==> config.mk <==
export PLATFORM = sky130hd
export DESIGN_NAME = apc_aux_pll_ctl
export DESIGN_NICKNAME = d
export VERILOG_FILES = /design/src/include/apc_pkg.sv /design/src/include/apc_ctl_if.sv /design/src/rtl/apc_start_seq.sv /design/src/rtl/apc_aux_pll_ctl.sv
export VERILOG_INCLUDE_DIRS = /design/src /design/src/include
export SDC_FILE = /design/constraint.sdc
export NUM_CORES = 1
export LEC_CHECK = 0
export BUFFER_PORTS_ARGS = -buffer_cell sky130_fd_sc_hd__buf_4
export CAP_MARGIN = 0
export CORE_ASPECT_RATIO = 1.75
export CORE_MARGIN = 2
export CORE_UTILIZATION = 40
export DETAILED_ROUTE_END_ITERATION = 16
export PLACE_DENSITY = 0.75
export SYNTH_ARGS = -nofsm -noshare
export SYNTH_HDL_FRONTEND = slang
export SYNTH_SLANG_ARGS = --single-unit
==> constraint.sdc <==
create_clock -name i_clk -period 3.7 [get_ports i_clk]
set_input_delay 0.925 -clock i_clk [delete_from_list [all_inputs] [get_ports i_clk]]
set_output_delay 0.925 -clock i_clk [all_outputs]
set_load 0.02 [all_outputs]
==> src/include/apc_cfg.svh <==
// Register map, field positions, reset values and limits of the auxiliary PLL control
`ifndef APC_CFG_SVH
`define APC_CFG_SVH

// ----------------------------------------
// Register word indices (byte address = index * 4)
// ----------------------------------------
`define APC_IDX_AUX_CTL 6'h00
`define APC_IDX_AUX_FBD 6'h01
`define APC_IDX_MAIN_FBD 6'h02

// ----------------------------------------
// Auxiliary clock control fields
// ----------------------------------------
`define APC_CTL_EN_BIT 15
`define APC_CTL_LOCK_BIT 14
`define APC_CTL_REF_BIT 8
`define APC_CTL_PRE_LSB 0
`define APC_CTL_PRE_MSB 3

// ----------------------------------------
// Reset values and legal ranges
// ----------------------------------------
`define APC_PRE_RESET 4'h1
`define APC_PRE_MIN 4'h1
`define APC_PRE_MAX 4'h8
`define APC_FBD_RESET 8'h96
`define APC_FBD_MIN 8'h10
`define APC_FBD_MAX 8'hc8

`endif

==> src/include/apc_pkg.sv <==
// Types shared by the auxiliary PLL control modules
`default_nettype none
package apc_pkg;
   typedef logic [7:0] apc_fbd_t;
   typedef logic [3:0] apc_pre_t;
   // Start sequencer states, Gray along off -> start -> lock
   typedef enum logic [1:0] {
      APC_SEQ_OFF = 2'b00,
      APC_SEQ_START = 2'b01,
      APC_SEQ_LOCK = 2'b11
   } apc_seq_e;
endpackage
`default_nettype wire

==> src/include/apc_ctl_if.sv <==
// Link between the register file and the PLL start sequencer
`default_nettype none
interface apc_ctl_if;
   logic enable;
   logic clk_req;
   logic pll_locked;
   logic run;
   logic lock_flag;
   modport regs (output enable, output clk_req, output pll_locked, input run, input lock_flag);
   modport seq (input enable, input clk_req, input pll_locked, output run, output lock_flag);
endinterface
`default_nettype wire

==> src/rtl/apc_start_seq.sv <==
// Auxiliary PLL start sequencer: runs the PLL on request and tracks lock
`default_nettype none
module apc_start_seq (
   // Clock and reset
   input wire logic i_clk,
   input wire logic i_nrst,
   // Control link
   apc_ctl_if.seq ctl
);
   import apc_pkg::*;

   apc_seq_e state_q;
   apc_seq_e state_d;
   logic want;

   // ----------------------------------------
   // Sequencer
   // ----------------------------------------
   // PLL runs only when enabled and some peripheral requests its clock
   assign want = ctl.enable && ctl.clk_req;

   always_comb begin
      state_d = state_q;
      case (state_q)
         APC_SEQ_OFF: begin
            if (want) begin
               state_d = APC_SEQ_START;
            end
         end
         APC_SEQ_START: begin
            if (!want) begin
               state_d = APC_SEQ_OFF;
            end else if (ctl.pll_locked) begin
               state_d = APC_SEQ_LOCK;
            end
         end
         APC_SEQ_LOCK: begin
            if (!want) begin
               state_d = APC_SEQ_OFF;
            end else if (!ctl.pll_locked) begin
               state_d = APC_SEQ_START;
            end
         end
         default: begin
            state_d = APC_SEQ_OFF;
         end
      endcase
   end

   always_ff @(posedge i_clk) begin
      if (!i_nrst) begin
         state_q <= APC_SEQ_OFF;
      end else begin
         state_q <= state_d;
      end
   end

   assign ctl.run = (state_q != APC_SEQ_OFF);
   // Lock seen only while running and the loop still reports lock
   assign ctl.lock_flag = (state_q == APC_SEQ_LOCK) && ctl.pll_locked;

   // ----------------------------------------
   // Checks
   // ----------------------------------------
   chk_run_on_request: assert property (@(posedge i_clk) disable iff (!i_nrst)
      ctl.run |-> $past(ctl.enable) && $past(ctl.clk_req))
      else $error("PLL runs without enable and clock request");
   chk_start_delay: assert property (@(posedge i_clk) disable iff (!i_nrst)
      (!ctl.run && ctl.enable && ctl.clk_req) |=> ctl.run)
      else $error("PLL did not start one cycle after request");
   chk_lock_track: assert property (@(posedge i_clk) disable iff (!i_nrst)
      (ctl.run && ctl.enable && ctl.clk_req && ctl.pll_locked) ##1
      (ctl.enable && ctl.clk_req && ctl.pll_locked) |-> ctl.lock_flag)
      else $error("Lock flag missing while locked");
endmodule // apc_start_seq
`default_nettype wire

==> src/rtl/apc_aux_pll_ctl.sv <==
// Auxiliary PLL clock configuration registers behind a classic Wishbone slave
`include "apc_cfg.svh"
`default_nettype none
module apc_aux_pll_ctl #(
   parameter int ADR_W = 8
) (
   // Clock and reset
   input wire logic i_clk,
   input wire logic i_nrst,
   // Wishbone slave
   input wire logic i_wb_cyc,
   input wire logic i_wb_stb,
   input wire logic i_wb_we,
   input wire logic [ADR_W-1:0] i_wb_adr,
   input wire logic [3:0] i_wb_sel,
   input wire logic [31:0] i_wb_dat,
   output logic [31:0] o_wb_dat,
   output logic o_wb_ack,
   // Clock system
   input wire logic i_aux_clk_req,
   input wire logic i_aux_pll_locked,
   output logic o_aux_pll_run,
   output logic o_aux_clk_from_pll,
   output logic o_ref_sel_rc,
   output apc_pkg::apc_pre_t o_aux_prescale,
   output apc_pkg::apc_fbd_t o_aux_feedback,
   output apc_pkg::apc_fbd_t o_main_feedback
);
   import apc_pkg::*;

   logic ack_q;
   logic ack_d;
   logic [31:0] rdat_q;
   logic [31:0] rdat_d;
   logic en_q;
   logic en_d;
   logic ref_q;
   logic ref_d;
   apc_pre_t pre_q;
   apc_pre_t pre_d;
   apc_fbd_t fbd_q;
   apc_fbd_t fbd_d;
   apc_fbd_t mfbd_q;
   apc_fbd_t mfbd_d;
   logic req;
   logic wr;
   logic [5:0] idx;
   logic [15:0] ctl_rd;
   logic [15:0] ctl_new;
   logic [15:0] fbd_new;
   logic [15:0] mfbd_new;

   apc_ctl_if u_link ();

   // ----------------------------------------
   // Start sequencer
   // ----------------------------------------
   assign u_link.enable = en_q;
   assign u_link.clk_req = i_aux_clk_req;
   assign u_link.pll_locked = i_aux_pll_locked;

   apc_start_seq u_seq (
      .i_clk(i_clk),
      .i_nrst(i_nrst),
      .ctl(u_link.seq)
   );

   // ----------------------------------------
   // Bus decode
   // ----------------------------------------
   assign req = i_wb_cyc && i_wb_stb;
   // Writes land on the edge where the master sees ack
   assign wr = req && i_wb_we && ack_q;
   assign idx = i_wb_adr[7:2];

   // Merge enabled byte lanes over the current 16-bit register value
   function automatic logic [15:0] merge(input logic [15:0] old, input logic [3:0] sel,
                                         input logic [31:0] dat);
      logic [15:0] res;
      res = old;
      if (sel[0]) begin
         res[7:0] = dat[7:0];
      end
      if (sel[1]) begin
         res[15:8] = dat[15:8];
      end
      return res;
   endfunction

   assign ctl_rd = {en_q, u_link.lock_flag, 5'h00, ref_q, 4'h0, pre_q};
   assign ctl_new = merge(ctl_rd, i_wb_sel, i_wb_dat);
   assign fbd_new = merge({8'h00, fbd_q}, i_wb_sel, i_wb_dat);
   assign mfbd_new = merge({8'h00, mfbd_q}, i_wb_sel, i_wb_dat);

   // ----------------------------------------
   // Register next state
   // ----------------------------------------
   always_comb begin
      ack_d = req && !ack_q;
      rdat_d = rdat_q;
      en_d = en_q;
      ref_d = ref_q;
      pre_d = pre_q;
      fbd_d = fbd_q;
      mfbd_d = mfbd_q;
      if (req && !ack_q) begin
         case (idx)
            `APC_IDX_AUX_CTL: begin
               rdat_d = {16'h0000, ctl_rd};
            end
            `APC_IDX_AUX_FBD: begin
               rdat_d = {24'h000000, fbd_q};
            end
            `APC_IDX_MAIN_FBD: begin
               rdat_d = {24'h000000, mfbd_q};
            end
            default: begin
               rdat_d = 32'h00000000;
            end
         endcase
      end
      if (wr) begin
         case (idx)
            `APC_IDX_AUX_CTL: begin
               // Lock bit is read-only and not taken from the write
               en_d = ctl_new[`APC_CTL_EN_BIT];
               ref_d = ctl_new[`APC_CTL_REF_BIT];
               // Reserved prescale codes are refused, the old code stays
               if (ctl_new[`APC_CTL_PRE_MSB:`APC_CTL_PRE_LSB] >= `APC_PRE_MIN &&
                   ctl_new[`APC_CTL_PRE_MSB:`APC_CTL_PRE_LSB] <= `APC_PRE_MAX) begin
                  pre_d = ctl_new[`APC_CTL_PRE_MSB:`APC_CTL_PRE_LSB];
               end
            end
            `APC_IDX_AUX_FBD: begin
               if (fbd_new[7:0] >= `APC_FBD_MIN && fbd_new[7:0] <= `APC_FBD_MAX) begin
                  fbd_d = fbd_new[7:0];
               end
            end
            `APC_IDX_MAIN_FBD: begin
               // Out-of-range codes are reserved and ignored
               if (mfbd_new[7:0] >= `APC_FBD_MIN && mfbd_new[7:0] <= `APC_FBD_MAX) begin
                  mfbd_d = mfbd_new[7:0];
               end
            end
            default: begin
               mfbd_d = mfbd_q;
            end
         endcase
      end
   end

   always_ff @(posedge i_clk) begin
      if (!i_nrst) begin
         ack_q <= 1'b0;
         rdat_q <= 32'h00000000;
         en_q <= 1'b0;
         ref_q <= 1'b0;
         pre_q <= `APC_PRE_RESET;
         fbd_q <= `APC_FBD_RESET;
         mfbd_q <= `APC_FBD_RESET;
      end else begin
         ack_q <= ack_d;
         rdat_q <= rdat_d;
         en_q <= en_d;
         ref_q <= ref_d;
         pre_q <= pre_d;
         fbd_q <= fbd_d;
         mfbd_q <= mfbd_d;
      end
   end

   // ----------------------------------------
   // Outputs
   // ----------------------------------------
   assign o_wb_ack = ack_q;
   assign o_wb_dat = rdat_q;
   assign o_aux_pll_run = u_link.run;
   assign o_aux_clk_from_pll = en_q;
   assign o_ref_sel_rc = ref_q;
   assign o_aux_prescale = pre_q;
   assign o_aux_feedback = fbd_q;
   assign o_main_feedback = mfbd_q;

   // ----------------------------------------
   // Checks
   // ----------------------------------------
   chk_ack_single: assert property (@(posedge i_clk) disable iff (!i_nrst)
      (req && !ack_q) |=> ack_q ##1 !ack_q)
      else $error("Ack not a single cycle one cycle after request");
   chk_reset_values: assert property (@(posedge i_clk)
      $past(!i_nrst) |-> (mfbd_q == 8'h96 && fbd_q == 8'h96 && pre_q == 4'h1 && !en_q && !ref_q))
      else $error("Wrong reset values");
   chk_main_fbd_range: assert property (@(posedge i_clk) disable iff (!i_nrst)
      mfbd_q inside {[8'h10:8'hc8]})
      else $error("Main feedback divider out of range");
   chk_aux_fbd_range: assert property (@(posedge i_clk) disable iff (!i_nrst)
      fbd_q >= 8'h10 && fbd_q <= 8'hc8 &&
      ($stable(fbd_q) || $past(wr && idx == `APC_IDX_AUX_FBD)))
      else $error("Aux feedback divider out of range or changed without write");
   chk_prescale_range: assert property (@(posedge i_clk) disable iff (!i_nrst)
      (pre_q != 4'h0) && (pre_q <= 4'h8))
      else $error("Prescale holds a reserved code");
   chk_enable_write: assert property (@(posedge i_clk) disable iff (!i_nrst)
      (wr && idx == 6'h00 && i_wb_sel[1]) |=> o_aux_clk_from_pll == $past(i_wb_dat[15]))
      else $error("Enable write not applied");
   chk_ref_write: assert property (@(posedge i_clk) disable iff (!i_nrst)
      (wr && idx == 6'h00 && i_wb_sel[1]) |=> o_ref_sel_rc == $past(i_wb_dat[8]))
      else $error("Reference select write not applied");
   chk_lock_read: assert property (@(posedge i_clk) disable iff (!i_nrst)
      (req && !ack_q && !i_wb_we && idx == 6'h00) |=> o_wb_dat[14] == $past(u_link.lock_flag))
      else $error("Lock flag read mismatch");
endmodule // apc_aux_pll_ctl
`default_nettype wire

==> flow_summary_export.csv, run 1 <==
group,metric,value,unit
yosys,yosysSeqAreaShare,35.71,%
detailed_routing,viasPerCell,5.534,
layout,drive_gt1_share,29.20,%
clock_tree,cts.sinks,36,
critical_path,crit_buf_inv,1,
yosys,synth_enable_flop_cells,0,
yosys,yosys_warnings,0,
critical_path,cp_top_family,"simple AND/OR/NAND/NOR gates",
global_route,grt_pass1_vias,1650,
layout,fin_cells,328,
global_route,grt_pass1_wl,7.769,mm
detailed_routing,wl_per_cell,15.15,um
clock_tree,clk_latency,0.29,ns
detailed_routing,via_count,1815,
critical_path,cp_num_cells,5,
layout,diodes,0,
power,leakagePower,0.001049,uW
sta,whs,0.4763,ns
clock_tree,cts-buffers-inserted,5,
clock_tree,cts_tree,"yes",
clock_tree,post_cts_resize_count,0,
critical_path,reg2reg_depth,4,
yosys,avgSynthCellArea,9.132,um2
clock_tree,root_buffer,"clkbuf_8",
min_path,hp-class,"flip-flop to flip-flop",
sta,hold_viol_final,0,
sta,slew_headroom,50.68,%
critical_path,crit_chain,"buf_4 -> nor4_4 -> and3_1 -> and4_4 -> mux2i_1",
layout,multi_input_area,1116,um2
sta,finalClockSkew,0.006139,ns
clock_tree,cts.clk_slew.worst_paths,0.07,ns
critical_path,reg2reg_slack,2.03,ns
critical_path,cp-end-kind,"flip-flop",
die,die_w,57.70,um
sta,max_freq,449.3,MHz
power,peakVddDrop,0.2321,mV
sta,layout_min_cycle_time,2.226,ns
sta,slew_viol_final,0,
sta,tightest_slew,0.7352,ns
global_route,grt_overflow,0,
die,row_count,34,
yosys,synth_cell_types,49,
yosys,synth_top_cell_area_share,35.71,%
yosys,synthCells,221,
sta,rsz0062_at_grt,"false",
detailed_routing,drc,0,
critical_path,critical_path_required,3.92,ns
critical_path,slowest_delay,0.45,ns
placement,dp.cells,320,
global_route,track_usage,17.57,%
global_route,grt_max_degree,28,
sta,fin_setup_tns,0,ns
run_status,status,"complete, no violations",
die,start_util,40.90,%
critical_path,critPathKind,"input port to flip-flop",
critical_path,cp_max_fo,7,
placement,dpl.hpwl,3.707,mm
yosys,yosysTopAreaCell,"dfxtp_1",
die,die_area,5652,um2
layout,nets,324,
layout,fillers,481,
clock_tree,cts_setup_buffers,0,
detailed_routing,wl,4.970,mm
sta,setup_violations,0,
yosys,ys_ff_latch,36,
sta,final.period_utilization,60.16,%
run,drv_cap,0,
placement,place.gp.congestion,0.7775,
critical_path,timing.critical_path.slowest_stage_cell,"nor4_4",
die,ioPinCount,107,
clock_tree,htree_levels,2,
detailed_routing,drt_first_pass_iters,4,
die,coreArea,4935,um2
yosys,async_reset_ff_share,0,%
power,power_per_cell_area,316.5,nW/um2
clock_tree,ctsHoldBuffers,0,
detailed_routing,final_antenna_net_count,0,
layout,areaGrowthSynthToFinish,22.26,%
min_path,whs_path_depth,2,
yosys,ys.flop_type,"dfxtp_1",
die,die_y,97.97,um
yosys,syn_area,2018,um2
detailed_routing,dr.first_iter.drc_count,30,
placement,port_buffers,59,
critical_path,cp.arrival,2.45,ns
global_route,antenna_found_initial,0,
clock_tree,cts_max_path_buffers,2,
layout,seq_area,720.7,um2
yosys,ys_top_cells_by_area,"dfxtp_1 36%, mux2i_1 10%, buf_4 8.2%",
critical_path,start_kind,"input port",
## registers in the layout (all words and copies together) (netlist names)
| register | flops |
|---|---|
| o_wb_dat | 11 |
| u_seq.state_q | 2 |
| o_aux_feedback | 8 |
| o_aux_clk_from_pll | 1 |
| o_ref_sel_rc | 1 |
| o_aux_prescale | 4 |
| o_main_feedback | 8 |
| o_wb_ack | 1 |
## final cells by class
| cell class | count | area share (%) |
|---|---|---|
| clock inverters | 1 | 0.3043 |
| inverters | 5 | 0.7606 |
| flip-flops and latches | 36 | 29.21 |
| repair buffers | 60 | 18.26 |
| well taps | 54 | 2.738 |
| multi-input cells | 165 | 45.23 |
| clock buffers | 7 | 3.499 |
## metal layers
metal	share of wire, %	global-route usage, %	up-vias
li1	-	-	866
met1	37	19.08	849
met2	53	30.86	90
met3	6.8	3.311	10
met4	2.5	9.660	0
met5	0	0	-
## per-stage QoR
step	utilization, %	total power, uW	cell area (um2)	worst slack, ns
3_5_place_dp	48.10	494.4	2374	1.210
5_1_grt	50.00	813.4	2467	1.392
3_3_place_gp	48.10	492.8	2374	1.240
2_1_floorplan	-	476.2	2093	1.550
6_report	50.00	781.0	2467	1.474
4_1_cts	50.00	785.7	2467	1.503
## synthesized netlist by cell type (all sizes together), types with 2 or more instances
| cell | number |
|---|---|
| a41oi | 2 |
| inv | 4 |
| nand3 | 4 |
| a311oi | 2 |
| nor2 | 26 |
| o21ai | 4 |
| nor3 | 8 |
| o311ai | 3 |
| buf | 28 |
| nand2b | 2 |
| a22oi | 10 |
| a22o | 4 |
| and4 | 4 |
| dfxtp | 36 |
| o2bb2ai | 4 |
| nor3b | 4 |
| mux2i | 21 |
| o31a | 2 |
| o22ai | 2 |
| a21oi | 5 |
| clkbuf | 7 |
| nor4 | 3 |
| nand3b | 4 |
| nor2b | 2 |
| nand4 | 4 |
| nand2 | 11 |
| or2 | 2 |
## logic make-up (layout without fill, tap and decap cells)
kind of cell	after synthesis	after routing	share of synthesized area, %
AO/OA/AOI/OAI	46	46	18.35
XOR/XNOR	1	1	0.4341
multiplexers	21	21	10.42
other	1	21	0.1858
AND/OR/NAND/NOR	76	76	22.19
flip-flops	36	36	35.71
buffers and inverters	40	73	12.71
## cell usage in the layout (no fill, tap or decap), drive strengths merged, types with 5 or more instances in the layout
cell type,instances
nor2,26
nor3,8
nand2,11
a22oi,10
a21oi,5
clkbuf,7
mux2i,21
conb,21
buf,60
dfxtp,36
## worst register-to-register path, cell delays in order (launching register included)
cell	delay (ns)
dfxtp_1	0.34
and4_1	0.34
and3_1	0.37
and4_4	0.36
mux2i_1	0.19
## path summary, 6_finish.rpt
path                                        from                 to
worst max-delay path                 i_wb_adr[5]  o_aux_feedback[4]
worst min register to register  u_seq.state_q[0]   u_seq.state_q[1]
worst min-delay path            u_seq.state_q[0]   u_seq.state_q[1]
worst max register to register          o_wb_ack  o_aux_feedback[4]
## report_power, final
| group | switching [uW] | leakage (uW) | internal (uW) | total [uW] |
|---|---|---|---|---|
| clock network | 144 | 0.0000445 | 151 | 295 |
| logic | 64.2 | 0.000715 | 33.6 | 97.8 |
| registers | 0.396 | 0.000290 | 388 | 388 |
Power figures use the tool's default switching activity.
==> inputs of run 2 (changes only) <==
Clock period 3.7 ns to 2.05 ns, I/O delays scaled along.
==> flow_summary_export.csv, run 2 (same netlist as run 1, synthesis figures left out) <==
group,metric,value,unit
die,die_w,57.70,um
sta,fin_setup_tns,0,ns
layout,nets,333,
layout,seq_area,720.7,um2
layout,areaGrowthSynthToFinish,25.60,%
critical_path,cp-end-kind,"flip-flop",
detailed_routing,viasPerCell,5.344,
sta,slew_viol_final,0,
clock_tree,cts.clk_slew.worst_paths,0.07,ns
critical_path,r2r-end,"o_main_feedback[4]",
placement,port_buffers,59,
critical_path,setup.worst_path.end,"o_aux_feedback[3]",
critical_path,r2r_start,"o_main_feedback[6]",
layout,final_cell_mix,"69 x buf_4, 36 x dfxtp_1, 26 x nor2_1, 21 x mux2i_1, 21 x conb_1",
critical_path,cp.arrival,1.83,ns
clock_tree,ctsHoldBuffers,0,
die,start_util,40.90,%
detailed_routing,via_count,1801,
global_route,grt_max_degree,28,
detailed_routing,final_antenna_net_count,0,
power,p_switching,370.1,uW
sta,hold_viol_final,0,
power,power_frac_comb,13.2,%
die,die_y,97.97,um
detailed_routing,wl_per_cell,14.45,um
sta,setup_violations,0,
detailed_routing,dr.first_iter.drc_count,56,
critical_path,critical_path_required,2.27,ns
clock_tree,cts_tree,"yes",
detailed_routing,drt_first_pass_iters,4,
power,p_int,1042,uW
global_route,grt_pass1_vias,1745,
global_route,track_usage,18.00,%
critical_path,critPathKind,"input port to flip-flop",
detailed_routing,drc,0,
layout,diodes,0,
sta,tightest_slew,0.4870,ns
clock_tree,post_cts_resize_count,0,
global_route,globalRouteMet1Util,19.92,%
clock_tree,root_buffer,"clkbuf_8",
placement,place.gp.congestion,0.8661,
power,power_per_cell_area,557.0,nW/um2
critical_path,reg2reg_slack,0.59,ns
clock_tree,cts_max_path_buffers,2,
sta,layout_min_cycle_time,1.618,ns
run_status,status,"complete, no violations",
global_route,grtUsageMet2,32.26,%
clock_tree,cts_setup_buffers,0,
sta,slew_headroom,67.12,%
layout,fillers,478,
global_route,antenna_found_initial,0,
layout,largest_reg_flops,11,
sta,max_freq,618.2,MHz
layout,drive_gt1_share,31.45,%
sta,finalClockSkew,0.006279,ns
min_path,min_from,"u_seq.state_q[1]",
die,row_count,34,
global_route,busiest_layer,"met2",
detailed_routing,wl,4.870,mm
clock_tree,htree_levels,2,
clock_tree,cts-buffers-inserted,5,
critical_path,worstSetupStartpoint,"i_wb_dat[2]",
clock_tree,cts.sinks,36,
critical_path,cp_max_fo,6,
sta,whs,0.4530,ns
sta,final.period_utilization,78.90,%
run,drv_cap,0,
power,pwr-share-seq,49.6,%
clock_tree,clk_latency,0.29,ns
min_path,hp-class,"flip-flop to flip-flop",
die,die_area,5652,um2
power,leakagePower,0.001094,uW
die,ioPinCount,107,
power,pwr-share-clk,37.2,%
critical_path,start_kind,"input port",
placement,dpl.hpwl,3.815,mm
global_route,grt_overflow,0,
die,coreArea,4935,um2
power,peakVddDrop,0.4447,mV
layout,final_common_cell,"buf_4",
global_route,grt_use_met3,4.106,%
layout,multi_input_area,1116,um2
global_route,grt_pass1_wl,8.073,mm
sta,rsz0062_at_grt,"false",
power,swShare,26.21,%
critical_path,reg2reg_depth,4,
[run 2: changes by cell type in the layout (fill, tap and decap cells not counted), sizes merged]
cell  change
buf       +9
[run 2: power by group through the flow]
stage / Combinational (uW) / Sequential, uW / Clock, uW
finish: 186 / 701 / 526
CTS: 186 / 701 / 539
floorplan: 141 / 718 / 0
global placement: 183 / 717 / 0
detailed placement: 185 / 717 / 0
global route: 201 / 701 / 570
[run 2: worst min-delay path by stage]
stage                        to  slack [ns]  cells after the start
2_1_floorplan  u_seq.state_q[0]        0.42                      1
3_3_place_gp   u_seq.state_q[0]        0.43                      1
3_5_place_dp   u_seq.state_q[0]        0.44                      1
4_1_cts        u_seq.state_q[0]        0.45                      1
5_1_grt        u_seq.state_q[1]        0.46                      3
6_report       u_seq.state_q[0]        0.45                      1
[run 2: layer usage]
metal  part of all wire (%)  routed length (um)
met5                      0                   0
met1                     37                1798
met3                    6.3                 305
met2                     55                2691
met4                    1.5                  74
[run 2: layout make-up]
cell class	instances	area share [%]
Timing Repair Buffer	69	20.43
Tap cell	54	2.665
Sequential cell	36	28.43
Multi-Input combinational cell	165	44.03
Clock inverter	1	0.2962
Inverter	5	0.7404
Clock buffer	7	3.406
[run 2: per-stage QoR]
stage	setup slack (ns)	total power (uW)	util (%)	instances	instance area (um2)
6_report	0.4325	1412	51.37	337	2535
4_1_cts	0.4231	1426	51.37	337	2535
3_5_place_dp	0.1238	901.9	49.47	329	2441
2_1_floorplan	0.3126	859.4	-	241	2093
5_1_grt	0.3687	1471	51.37	337	2535
3_3_place_gp	0.1744	899.6	49.47	329	2441
[run 2: critical path, stage by stage]
cell and delay [ns]:
buf_4 0.13, o31a_1 0.33, o311ai_4 0.29, and4_4 0.36, mux2i_1 0.20
==> inputs of run 3 (changes only) <==
Settings changed: PLACE_DENSITY 0.75 to 0.78.
Clock period 2.05 ns to 1.45 ns, I/O delays scaled along.
==> flow_summary_export.csv, run 3 (same netlist as run 1, synthesis figures left out) <==
group,metric,value,unit
critical_path,worstSetupStartpoint,"u_seq.state_q[0]",
global_route,grt_pass1_vias,1852,
clock_tree,root_buffer,"clkbuf_8",
sta,fin_setup_tns,0,ns
detailed_routing,via_count,1894,
sta,hold_viol_final,0,
clock_tree,ctsHoldBuffers,0,
sta,final.period_utilization,98.27,%
critical_path,cp_num_cells,2,
detailed_routing,viasPerCell,5.218,
die,row_count,34,
critical_path,cp-end-kind,"primary output",
power,p_int,1629,uW
die,die_y,97.97,um
global_route,grt_pass1_wl,8.604,mm
sta,rsz0062_at_grt,"true",
critical_path,r2r_start,"o_wb_ack",
layout,drive_gt1_share,39.48,%
global_route,globalRouteMet1Util,20.74,%
critical_path,reg2reg_slack,0.05,ns
critical_path,start_kind,"flip-flop",
critical_path,setup.worst_path.end,"o_aux_pll_run",
die,die_area,5652,um2
layout,final_common_cell,"buf_4",
detailed_routing,drc,0,
layout,final_cell_mix,"95 x buf_4, 34 x dfxtp_1, 26 x nor2_1, 21 x mux2i_1, 21 x conb_1",
sta,slew_viol_final,0,
layout,areaGrowthSynthToFinish,37.76,%
clock_tree,clk_latency,0.29,ns
global_route,track_usage,19.51,%
sta,finalClockSkew,0.009124,ns
power,peakVddDrop,0.5932,mV
power,power_per_cell_area,779.9,nW/um2
clock_tree,cts-buffers-inserted,5,
run_status,status,"complete, no violations",
critical_path,critical_path_required,1.09,ns
placement,dpl.hpwl,4.064,mm
critical_path,cp_top_family,"flip-flops",
power,leakagePower,0.001257,uW
global_route,grt_use_met3,3.841,%
layout,largest_reg_flops,11,
critical_path,cp_max_fo,3,
power,pwr-share-seq,45.7,%
power,swShare,24.88,%
global_route,antenna_found_initial,0,
detailed_routing,dr.first_iter.drc_count,41,
critical_path,reg2reg_depth,5,
power,power_frac_comb,14.3,%
placement,port_buffers,59,
power,p_switching,539.5,uW
die,coreArea,4935,um2
layout,nets,359,
global_route,busiest_layer,"met2",
detailed_routing,drt_first_pass_iters,4,
sta,layout_min_cycle_time,1.425,ns
critical_path,crit_buf_inv,1,
die,die_w,57.70,um
run,drv_cap,0,
power,pwr-share-clk,40.0,%
clock_tree,cts.clk_slew.worst_paths,0.08,ns
detailed_routing,final_antenna_net_count,0,
clock_tree,cts_tree,"yes",
min_path,hp-class,"input port to flip-flop",
sta,max_freq,701.8,MHz
placement,dp_slack,-0.3083,ns
critical_path,timing.critical_path.slowest_stage_cell,"dfxtp_2",
global_route,grt_overflow,0,
sta,setup_violations,0,
sta,fin_ws,0.02505,ns
layout,diodes,0,
critical_path,cp.arrival,1.06,ns
critical_path,crit_chain,"or2_2 -> buf_4",
die,ioPinCount,107,
global_route,grtUsageMet2,36.36,%
clock_tree,cts_max_path_buffers,2,
global_route,grt_max_degree,28,
detailed_routing,wl_per_cell,14.36,um
critical_path,slowest_delay,0.33,ns
critical_path,critPathKind,"flip-flop to primary output",
placement,place.gp.congestion,0.8474,
die,start_util,40.90,%
critical_path,r2r-end,"o_main_feedback[2]",
clock_tree,htree_levels,2,
clock_tree,cts.sinks,36,
detailed_routing,wl,5.213,mm
run 3: cell count changes in the layout (fill, tap and decap cells not counted), moves of 2 or more:
| cell | before | now |
|---|---|---|
| buf_4 | 69 | 95 |
| dfxtp_1 | 36 | 34 |
| dfxtp_2 | 0 | 2 |
| nor3_1 | 8 | 6 |
| nor3_2 | 0 | 2 |
| o22ai_1 | 2 | 0 |
| o22ai_2 | 0 | 2 |
run 3: worst min-delay path by stage:
stage / from / endpoint / slack, ns / cells past startpoint
after floorplan: u_seq.state_q[1] / u_seq.state_q[0] / 0.42 / 1
after global placement: u_seq.state_q[1] / u_seq.state_q[0] / 0.43 / 1
after detailed placement: u_seq.state_q[1] / u_seq.state_q[0] / 0.45 / 1
after CTS: i_wb_dat[15] / o_aux_clk_from_pll / 0.30 / 3
after global routing: i_wb_dat[8] / o_ref_sel_rc / 0.32 / 3
final: i_wb_dat[15] / o_aux_clk_from_pll / 0.31 / 3
run 3: area by class of cell:
type	count	area, um2
clock buffer	5	68.82
clock inverter	3	42.54
fill	443	2155
inverter	5	18.77
multi-input combinational	165	1146
sequential	36	723.2
tap	54	67.56
timing repair buffer	95	713.2
run 3: timing repair:
| action | CTS | global route |
|---|---|---|
| pin swaps | 0 | 2 |
| endpoints found under the setup margin | 2 | 20 |
| buffers inserted | 1 | 2 |
| gates resized for setup | 0 | 7 |
run 3: through the flow:
stage | util [%] | hold WS [ns] | cell area, um2 | cells | power, uW
4_1_cts | 55.40 | 0.3041 | 2734 | 361 | 2175
3_5_place_dp | 52.99 | 0.4464 | 2615 | 352 | 1312
3_3_place_gp | 52.99 | 0.4342 | 2615 | 352 | 1307
5_1_grt | 56.34 | 0.3206 | 2780 | 363 | 2251
2_1_floorplan | - | 0.4247 | 2097 | 241 | 1216
6_report | 56.34 | 0.3070 | 2780 | 363 | 2168
run 3: power by group through the flow:
stage	clock network [uW]	registers [uW]	logic (uW)
after floorplan	0	1020	200
after global placement	0	1010	294
after detailed placement	0	1010	298
after CTS	884	991	301
after global routing	927	991	333
final	868	991	309
run 3: layer usage:
| layer | share of wire (%) | vias to the layer above | wire length [um] |
|---|---|---|---|
| li1 | - | 945 | - |
| met1 | 37 | 875 | 1941 |
| met2 | 56 | 65 | 2932 |
| met3 | 4.8 | 9 | 248 |
| met4 | 1.7 | 0 | 91 |
| met5 | 0 | - | 0 |
run 3: worst min-delay path, stage by stage:
cell	delay [ns]
buf_4	0.08
mux2i_1	0.05
nor2_1	0.07
